## src/hdl/mpa_params.svh

```systemverilog
// constants for the multichip phase alignment block
// assumes inclusion by bare name from the design, checker and bench files
`ifndef MPA_PARAMS_SVH
`define MPA_PARAMS_SVH
`define MPA_ADDR_OUT_DIS     8'h01
`define MPA_ADDR_PH_STAT     8'h0D
`define MPA_ADDR_ALIGN_CTRL  8'h10
`define MPA_ADDR_LOCK_STAT   8'h21
`define MPA_CTRL_MASTER      8'h70
`define MPA_CTRL_SLAVE       8'h50
`define MPA_BIT_OUT_DIS      5
`define MPA_BIT_PH90         5
`define MPA_BIT_PH0          4
`define MPA_BIT_TRK          7
`define MPA_BIT_LST          5
`define MPA_BIT_LCK          4
`define MPA_TAP_PS           12
`define MPA_FINE_TAPS        5'h10
`define MPA_FINE_MID         5'h08
`define MPA_FINE_MAX         5'h0F
`define MPA_ZERO8            8'h00
`define MPA_DIV_LAST         2'h3
`define MPA_DEL_W            6
`define MPA_DATA_PERIOD      6'h04
`endif

```

## src/hdl/mpa_pkg.sv

```systemverilog
// state type of the device end of the phase alignment link; the host keeps its own
// assumes mpa_params.svh is present for constants
package mpa_pkg;
   typedef enum logic [2:0]
   {
      MPA_IDLE,
      MPA_COARSE,
      MPA_FINE,
      MPA_TRACK,
      MPA_SLV_ROT,
      MPA_SLV_LOCK
   } mpa_state_t;
endpackage : mpa_pkg

```

## src/hdl/mpa_link_if.sv

```systemverilog
// link between a converter's alignment controller and its host
// assumes one clock shared by both parties
`timescale 1ns/1ps
interface mpa_link_if;
   logic       wr_en;     // host register write strobe
   logic       rd_en;     // host register read strobe
   logic [7:0] addr;      // register offset
   logic [7:0] wdata;     // write data
   logic [7:0] rdata;     // read data, valid cycle after rd_en
   logic       rvalid;    // read answer strobe
   logic [5:0] rx_delay;  // converged receiver delay readback
   logic       manual_rot;// host request to rotate data divider
   modport device (input wr_en, rd_en, addr, wdata, manual_rot,
                   output rdata, rvalid, rx_delay);
   modport host   (output wr_en, rd_en, addr, wdata, manual_rot,
                   input rdata, rvalid, rx_delay);
endinterface : mpa_link_if

```

## src/hdl/mpa_device.sv

```systemverilog
// alignment controller of one converter: master or slave role
// assumes dac-rate phase bits sampled on mclk_i, ref input synchronous
// Notes on behaviour
// - control value 0x70 selects master role
// - master delays ref out to centre input
// - coarse by phase select, fine 12 ps taps
// - after centring, master keeps tracking drift
// - lock, lost and tracking bits at 0x21
// - control value 0x50 selects slave role
// - slave rotates divider until ref between phases
// - phase compare bits 5:4 at 0x0D
// - 0x01 bit 5 disables data clock only; ref out is not gated by it
// - adjacent divider phases one clock apart
// - receiver searches up and down from start
// - delays over one period mean four samples
// - host reprograms slave start to half difference
// - master ref output is clock over four
// - no manual rotation while controller enabled
`timescale 1ns/1ps
`include "mpa_params.svh"
module mpa_device
(
   // clock and reset
   input  wire logic       mclk_i,
   input  wire logic       rstn_i,
   // host side
   mpa_link_if.device      link,
   // reference path
   input  wire logic       ref_in_i,       // fed-back shared reference
   input  wire logic [5:0] rx_clk_edge_i,  // first valid edge position
   output logic            ref_out_o,      // reference output, fdac/4
   output logic            data_clock_output_o,
   output logic [1:0]      coarse_phase_selector_o,
   output logic [4:0]      fine_delay_o,   // taps of 12 ps each
   output logic [1:0]      div_phase_o,    // data-path divider phase
   output logic            pipe_mismatch_o // receiver lands 4 samples off
);
   mpa_pkg::mpa_state_t st_q, st_d;
   logic [7:0] ctrl_q, ctrl_d;        // alignment control register
   logic [7:0] odis_q, odis_d;        // output disable register
   logic [1:0] div_q, div_d;          // divide-by-4 counter
   logic [1:0] rot_q, rot_d;          // divider rotation offset
   logic [1:0] csel_q, csel_d;        // coarse phase selector
   logic [4:0] fine_q, fine_d;        // fine delay taps
   logic       lck_q, lck_d;
   logic       lst_q, lst_d;
   logic       trk_q, trk_d;
   logic       ph0_q, ph0_d;          // ref seen after 0 deg phase
   logic       ph90_q, ph90_d;        // ref seen after 90 deg phase
   logic       ref_q, ref_d;
   logic       dco_q, dco_d;
   logic [7:0] rdata_q, rdata_d;
   logic       rv_q, rv_d;
   logic [5:0] rxd_q, rxd_d;          // receiver delay found
   logic       mis_q, mis_d;
   logic [1:0] ph;                    // effective phase
   logic       is_master, is_slave, in_win;
   logic [5:0] diff;

   assign is_master = (ctrl_q == `MPA_CTRL_MASTER);
   assign is_slave  = (ctrl_q == `MPA_CTRL_SLAVE);
   // each count of div is one mclk, so adjacent phases one period apart
   assign ph = div_q + rot_q + csel_q;
   // ref sampled high between the 0 and 90 degree edges
   assign in_win = ph90_q & ~ph0_q;
   assign diff = (rx_clk_edge_i > rxd_q) ? rx_clk_edge_i - rxd_q
                                         : rxd_q - rx_clk_edge_i;

   // next-state: registers, divider, alignment machine, readback
   always_comb
   begin
      st_d = st_q; ctrl_d = ctrl_q; odis_d = odis_q;
      div_d = div_q + 2'h1; rot_d = rot_q; csel_d = csel_q;
      fine_d = fine_q; lck_d = lck_q; lst_d = lst_q; trk_d = trk_q;
      rdata_d = `MPA_ZERO8; rv_d = 1'b0; rxd_d = rxd_q; mis_d = mis_q;
      // phase comparators sample ref against 0 and 90 degree phases
      ph0_d  = (ph == 2'h0) ? ref_in_i : ph0_q;
      ph90_d = (ph == 2'h1) ? ref_in_i : ph90_q;
      ref_d  = is_master ? ~ph[1] : 1'b0;
      dco_d  = odis_q[`MPA_BIT_OUT_DIS] ? 1'b0 : ~div_q[1];
      if (link.wr_en)
      begin
         if (link.addr == `MPA_ADDR_OUT_DIS)
            odis_d = link.wdata;
         else if (link.addr == `MPA_ADDR_ALIGN_CTRL)
         begin
            ctrl_d = link.wdata;
            st_d = mpa_pkg::MPA_IDLE;
         end
      end
      if (link.rd_en)
      begin
         rv_d = 1'b1;
         if (link.addr == `MPA_ADDR_OUT_DIS)
            rdata_d = odis_q;
         else if (link.addr == `MPA_ADDR_PH_STAT)
         begin
            rdata_d[`MPA_BIT_PH90] = ph90_q;
            rdata_d[`MPA_BIT_PH0]  = ph0_q;
         end
         else if (link.addr == `MPA_ADDR_ALIGN_CTRL)
            rdata_d = ctrl_q;
         else if (link.addr == `MPA_ADDR_LOCK_STAT)
         begin
            rdata_d[`MPA_BIT_TRK] = trk_q;
            rdata_d[`MPA_BIT_LST] = lst_q;
            rdata_d[`MPA_BIT_LCK] = lck_q;
         end
      end
      // manual rotation only when controller idle
      if (link.manual_rot && !is_master && !is_slave)
         rot_d = rot_q + 2'h1;
      // receiver search: step up or down toward first valid edge
      if (rxd_q < rx_clk_edge_i)
         rxd_d = rxd_q + 6'h01;
      else if (rxd_q > rx_clk_edge_i)
         rxd_d = rxd_q - 6'h01;
      mis_d = (diff > `MPA_DATA_PERIOD);
      // alignment machine runs once per divider cycle
      if (div_q == `MPA_DIV_LAST)
      begin
         case (st_q)
            mpa_pkg::MPA_IDLE:
            begin
               lck_d = 1'b0; trk_d = 1'b0;
               fine_d = `MPA_FINE_MID;
               if (is_master)
                  st_d = mpa_pkg::MPA_COARSE;
               else if (is_slave)
                  st_d = mpa_pkg::MPA_SLV_ROT;
            end
            mpa_pkg::MPA_COARSE:
            begin
               // shift ref out by whole phases until window hit
               if (in_win)
                  st_d = mpa_pkg::MPA_FINE;
               else
                  csel_d = csel_q + 2'h1;
            end
            mpa_pkg::MPA_FINE:
            begin
               // no fine stepping here: window still hit at mid tap means centred, lock and track
               if (!in_win)
                  st_d = mpa_pkg::MPA_COARSE;
               else
               begin
                  lck_d = 1'b1;
                  trk_d = 1'b1;
                  st_d = mpa_pkg::MPA_TRACK;
               end
            end
            mpa_pkg::MPA_TRACK:
            begin
               // nudge fine taps to hold centre against drift
               if (!in_win)
               begin
                  lck_d = 1'b0;
                  lst_d = 1'b1;
                  if (ph0_q && fine_q != `MPA_FINE_MAX)
                     fine_d = fine_q + 5'h01;
                  else if (!ph90_q && fine_q != 5'h00)
                     fine_d = fine_q - 5'h01;
               end
               else
                  lck_d = 1'b1;
            end
            mpa_pkg::MPA_SLV_ROT:
            begin
               if (in_win)
               begin
                  lck_d = 1'b1;
                  st_d = mpa_pkg::MPA_SLV_LOCK;
               end
               else
                  rot_d = rot_q + 2'h1;
            end
            mpa_pkg::MPA_SLV_LOCK:
            begin
               if (!in_win)
               begin
                  lck_d = 1'b0;
                  lst_d = 1'b1;
                  st_d = mpa_pkg::MPA_SLV_ROT;
               end
            end
            default:
               st_d = mpa_pkg::MPA_IDLE;
         endcase
         if (!is_master && !is_slave)
            st_d = mpa_pkg::MPA_IDLE;
      end
   end

   // register all state
   always_ff @(posedge mclk_i or negedge rstn_i)
   begin
      if (!rstn_i)
      begin
         st_q <= mpa_pkg::MPA_IDLE; ctrl_q <= `MPA_ZERO8;
         odis_q <= `MPA_ZERO8; div_q <= 2'h0; rot_q <= 2'h0;
         csel_q <= 2'h0; fine_q <= `MPA_FINE_MID; lck_q <= 1'b0;
         lst_q <= 1'b0; trk_q <= 1'b0; ph0_q <= 1'b0; ph90_q <= 1'b0;
         ref_q <= 1'b0; dco_q <= 1'b0; rdata_q <= `MPA_ZERO8;
         rv_q <= 1'b0; rxd_q <= 6'h00; mis_q <= 1'b0;
      end
      else
      begin
         st_q <= st_d; ctrl_q <= ctrl_d; odis_q <= odis_d;
         div_q <= div_d; rot_q <= rot_d; csel_q <= csel_d;
         fine_q <= fine_d; lck_q <= lck_d; lst_q <= lst_d;
         trk_q <= trk_d; ph0_q <= ph0_d; ph90_q <= ph90_d;
         ref_q <= ref_d; dco_q <= dco_d; rdata_q <= rdata_d;
         rv_q <= rv_d; rxd_q <= rxd_d; mis_q <= mis_d;
      end
   end

   assign link.rdata = rdata_q;
   assign link.rvalid = rv_q;
   assign link.rx_delay = rxd_q;
   assign ref_out_o = ref_q;
   assign data_clock_output_o = dco_q;
   assign coarse_phase_selector_o = csel_q;
   assign fine_delay_o = fine_q;
   assign div_phase_o = rot_q;
   assign pipe_mismatch_o = mis_q;
endmodule : mpa_device

```

## src/flat_wrapper.sv

```systemverilog
// flat-port wrapper written by rule: the top's interface ports become plain ports
module mpa_device_flat 
  (mclk_i, rstn_i, ref_in_i, rx_clk_edge_i, ref_out_o, data_clock_output_o, coarse_phase_selector_o, fine_delay_o, div_phase_o, pipe_mismatch_o, link_wr_en, link_rd_en, link_addr, link_wdata, link_manual_rot, link_rdata, link_rvalid, link_rx_delay);
  mpa_link_if link_i ();
  input  wire logic mclk_i;
  input  wire logic rstn_i;
  input  wire logic ref_in_i;
  input  wire logic [5:0] rx_clk_edge_i;
  output logic ref_out_o;
  output logic data_clock_output_o;
  output logic [1:0] coarse_phase_selector_o;
  output logic [4:0] fine_delay_o;
  output logic [1:0] div_phase_o;
  output logic pipe_mismatch_o;
  input wire logic [$bits(link_i.wr_en)-1:0] link_wr_en;
  input wire logic [$bits(link_i.rd_en)-1:0] link_rd_en;
  input wire logic [$bits(link_i.addr)-1:0] link_addr;
  input wire logic [$bits(link_i.wdata)-1:0] link_wdata;
  input wire logic [$bits(link_i.manual_rot)-1:0] link_manual_rot;
  output wire logic [$bits(link_i.rdata)-1:0] link_rdata;
  output wire logic [$bits(link_i.rvalid)-1:0] link_rvalid;
  output wire logic [$bits(link_i.rx_delay)-1:0] link_rx_delay;
  assign link_i.wr_en = link_wr_en;
  assign link_i.rd_en = link_rd_en;
  assign link_i.addr = link_addr;
  assign link_i.wdata = link_wdata;
  assign link_i.manual_rot = link_manual_rot;
  assign link_rdata = link_i.rdata;
  assign link_rvalid = link_i.rvalid;
  assign link_rx_delay = link_i.rx_delay;
  mpa_device u_core (.mclk_i(mclk_i), .rstn_i(rstn_i), .link(link_i), .ref_in_i(ref_in_i), .rx_clk_edge_i(rx_clk_edge_i), .ref_out_o(ref_out_o), .data_clock_output_o(data_clock_output_o), .coarse_phase_selector_o(coarse_phase_selector_o), .fine_delay_o(fine_delay_o), .div_phase_o(div_phase_o), .pipe_mismatch_o(pipe_mismatch_o));
endmodule
```

## config.mk

```make
export PLATFORM = sky130hd
export DESIGN_NAME = mpa_device_flat
export DESIGN_NICKNAME = d
export VERILOG_FILES = /design/src/hdl/mpa_pkg.sv /design/src/hdl/mpa_link_if.sv /design/src/hdl/mpa_device.sv /design/src/flat_wrapper.sv
export VERILOG_INCLUDE_DIRS = /design/src /design/src/hdl
export SDC_FILE = /design/constraint.sdc
export NUM_CORES = 1
export LEC_CHECK = 0
export BUFFER_PORTS_ARGS = -buffer_cell sky130_fd_sc_hd__buf_2
export CORE_ASPECT_RATIO = 1.1
export CORE_MARGIN = 5
export CORE_UTILIZATION = 35
export CTS_CLUSTER_SIZE = 16
export DETAILED_ROUTE_END_ITERATION = 16
export PLACE_DENSITY = 0.6
export RECOVER_POWER = 25
export SYNTH_ARGS = -nofsm -noshare
export SYNTH_HDL_FRONTEND = slang
export SYNTH_SLANG_ARGS = --single-unit
```

## constraint.sdc

```tcl
create_clock -name mclk_i -period 3.62 [get_ports mclk_i]
set_input_delay 0.181 -clock mclk_i [delete_from_list [all_inputs] [get_ports mclk_i]]
set_output_delay 0.181 -clock mclk_i [all_outputs]
set_load 0.02 [all_outputs]
```

==> run summary <==
The flow ran to the end, and the final reports show no timing, DRC or antenna violations. The count of cells along the worst hold path is 1. The fraction of power consumed by combinational cells came out at 52.0%. Net switching is 40.7% of the power. The area enclosed by the die boundary came out at 11100 sq um. After floorplanning, the core was divided into 36 placement rows. The net switching power is 0.938 mW.

The initial antenna violation count came to 0. The number of standard cells in the layout, taps in and fillers out is 473. The critical path's slowest cell is dfrtp_1. In this run, synthesis produced a sequential element count of 53. The latest clock arrival within the worst-skew pair is 0.31 ns.

The total wire length after detailed routing is 6680 microns. Power comes to 2.30 mW. The number of endpoints failing setup at the final stage is 0. The worst endpoint required time came out at 3.85 ns. Counting flops with an async set or reset pin after synthesis yields a share of 100%.

The number of antenna diodes in the final layout is 0. For this design the ratio of total power to cell area is 633 nW/um^2. Summed over all nets, the half-perimeter wirelength after detailed placement is 5190 microns. The first-pass GRT wire length came out at 11400 microns. After the last flow step, the layout net total stands at 411. The critical path goes through inv_1 > ha_1 > fa_1 > nor2b_1 > o21ai_1 > a21oi_1 > or2_1 > ha_1 > a21o_1 > a21oi_1 > o21ai_0 > mux2i_1 > xnor2_1.

The worst stage delay on the critical path came out at 0.40 ns. The share of total power dissipated in the clock network is 15.1%. For this run the aggregate overflow at the end of global routing stands at 0. The number of placed instances, taps included, is 464. The maximum vdd drop is 0.000488 V.

In the synthesized netlist, the cells that appear most often are 52 x dfrtp_1, 27 x nand2_1, 21 x inv_1. The simple-gate area share of the yosys netlist came out at 12.8%. Of all nets on the critical path, the largest fanout is 7. The post-synthesis cell type count is 53. The weighted congestion reported at the end of routability-driven placement is 0.838. The total global routing track utilization is 12.8%. The area growth from synthesis to layout came out at 14.8%.

The share of final-layout standard cells stronger than drive strength 1 came out at 22.3%. The critical path in this run is classified as reg2reg. The actual slew at the worst max-slew pin came out at 1.16 ns.

The arrival time of the worst setup path came out at 3.32 ns. In the routed layout, each cell is associated on average with a via count of 4.99. On the final layout, the worst hold slack is 0.102 ns.

By area, the combinational part of the netlist is dominated by compound AO/OA/AOI/OAI gates. The first detailed-routing pass ran for 4 iterations. The smallest setup slack after layout is 0.535 ns. The count of max-cap constraint violations came out at 0. The post-synth design cell area came out at 3170 sq um.

The number of endpoints with negative hold slack in the final report came out at 0. The critical path endpoint category is a flop. The mean area per synthesized cell is 10.5 sq um.

The number of ports placed on the die boundary is 55. The leading cell type by number of instances after synthesis is dfrtp_1. The number of design-rule violations left by the first detailed-router iteration is 48. The share of total power dissipated in sequential elements is 32.9%. The maximum number of pins on one net before global-route repair came out at 36. The deepest level of the CTS H-tree is 2. dfrtp_1 takes more of the synthesized area than any other cell.

The die width came out at 101 microns. The number of enable-type register cells in the synthesized netlist is 0. The height of the die came out at 110 microns. The core region is 8870 sq um. The synthesized design devotes to its leading area cell type 41.1% of total area. The setup TNS after final layout is 0 ns.

The final critical-path share of the clock period is 85.2%. The worst-case clock skew is 0.00627 ns. The relative slew slack is 22.6%. The leakage power total came out at 1.78 nW. The sink count of the clock tree came out at 53. The number of buffers inserted by port buffering is 54. In the synthesized netlist, the number of instances is 303. CTS placed an instance of clkbuf_8 at the clock tree root. The multiplexer fraction of the synthesized cell area came out at 9.91%.

In the synthesized netlist the dominant register cell turns out to be dfrtp_1. The detail route stage leaves a number of antenna-violating nets equal to 0. The final route contains 2360 vias. TritonCTS built the clock tree. The largest buffer count on any clock path is 2.

The share of the Yosys chip area taken by registers is 41.9%. Counting I/O delays and the setup requirement, the final critical path takes 3.08 ns. The xor/xnor cell area share of the yosys netlist came out at 5.53%. The type of element launching the critical path is a flop. Measured in cells, the most critical reg-to-reg path has a length of 13. The remaining design rule violation count is 0. The number of max-slew violations in the final report was 0. The internal power of the cells came out at 1.36 mW. The pre-CTS worst setup slack is 0.552 ns. The share of the synthesized area in compound gates (AO/OA/AOI/OAI) came out at 15.1%. Derived from the worst setup path, the maximum achievable clock frequency is 324 MHz. When the netlist entered floorplanning its net count stood at 356. The initial core utilization came out at 35.7%.

Dividing the detail-routed wire length by the instance count gives 14.1 microns. The via count of the first global-routing pass came out at 2415. The area share of fa/ha/maj cells after synthesis is 11.1%. The path class of the tightest hold or removal check is in2reg. During synthesis, Yosys emitted a total of 0 warnings.

The clock transition at the registers of the reported paths came out at 0.10 ns. The CTS buffer count is 5. In the post-synthesis netlist, the biggest area contributors are dfrtp_1 41%, ha_1 7.9%, mux2_2 6.8%, xnor2_1 3.6%, nand2_1 3.2%. Setup repair after global routing left no endpoint under its margin.
-- metal layers --
layer  wire length (microns)  track usage [%]  up-vias
li1                        -                -     1168
met1                    2970             16.4     1123
met2                    3260             21.7       58
met3                     332             2.28       11
met4                     121             4.43        0
met5                       0                0        -
-- state kept, by name (all words and copies together), names as in the netlist, 2 cells and up --
signal and flops:
u_core.st_q 3, u_core.odis_q 8, u_core.link.rdata 8, u_core.ctrl_q 8, u_core.link.rx_delay 6, u_core.div_phase_o 2, u_core.div_q 2, u_core.coarse_phase_selector_o 2
u_core.fine_delay_o 5
-- logic make-up (layout without fill, tap and decap cells) --
group / count (synthesis) / count (layout)
AOI/OAI and AO/OA: 68 / 68
xor gates and xnor gates: 20 / 20
adders and majority gates: 25 / 25
buffers and inverters: 29 / 85
DFF: 53 / 53
muxes: 29 / 29
and+or+nand+nor: 79 / 79
-- power groups by stage --
stage / logic (mW) / registers (mW) / clock network (mW)
final: 1.20 / 0.757 / 0.347
after global routing: 1.36 / 0.771 / 0.387
after CTS: 1.22 / 0.759 / 0.367
after detailed placement: 1.21 / 0.770 / 0
after global placement: 1.18 / 0.767 / 0
after floorplan: 0.903 / 0.809 / 0
-- worst max-delay path, delay by kind of cell (launching register included) --
| family | cells | cell delay (ns) |
|---|---|---|
| AO/OA/AOI/OAI | 5 | 0.81 |
| flip-flops | 1 | 0.40 |
| AND/OR/NAND/NOR | 2 | 0.44 |
| XOR/XNOR | 1 | 0.14 |
| adder cells (fa/ha/maj) | 3 | 0.90 |
| multiplexers | 1 | 0.20 |
| buffers and inverters | 1 | 0.11 |
-- placed cells by master (no fill, tap or decap), types with 3 or more instances in the layout --
cell      synthesis  layout
buf_2             5      41
clkbuf_8          0       5
a22oi_1           6       6
clkbuf_1          1      13
dfrtp_1          52      52
nor2b_1          11      11
a21oi_1          18      18
o21ai_0          13      13
mux2_2           19      19
fa_1              5       5
nand2_1          27      27
ha_1             20      20
xor2_1            7       7
nor2_1           16      16
nor3_1            6       6
inv_1            21      21
mux2i_1          10      10
a21o_1            7       7
xnor2_1          13      13
and2b_1           3       3
-- cell type report --
cell class | instances | area (sq um)
Inverter | 21 | 78.8
Sequential cell | 53 | 1330
Clock buffer | 5 | 68.8
Clock inverter | 3 | 26.3
Multi-Input combinational cell | 221 | 1720
Tap cell | 114 | 143
Fill cell | 897 | 5240
Timing Repair Buffer | 56 | 272
-- worst paths after layout --
kind	start	endpoint	slack (ns)
setup reg to reg	u_core.link.rx_delay[0]	u_core.link.rx_delay[5]	0.54
hold reg to reg	u_core.lst_q	u_core.lst_q	0.48
max in group asynchronous	rstn_i	u_core.pipe_mismatch_o	1.94
setup / recovery	u_core.link.rx_delay[0]	u_core.link.rx_delay[5]	0.54
min in group asynchronous	rstn_i	u_core.fine_delay_o[2]	0.62
hold / removal	link_rd_en	u_core.link.rvalid	0.10
-- stage by stage --
| stage | util, % | cell area [sq um] |
|---|---|---|
| final | 41.0 | 3640 |
| after global routing | 41.0 | 3640 |
| after CTS | 41.2 | 3650 |
| after detailed placement | 40.0 | 3550 |
| after global placement | 40.0 | 3550 |
| after floorplan | - | 3170 |
-- timing repair --
item	in CTS	in global routing
endpoints found under the hold margin	17	0
hold buffers	1	0
gates resized for setup	0	0
setup buffers	0	0
Note: power is estimated with default switching activity, not from simulation.
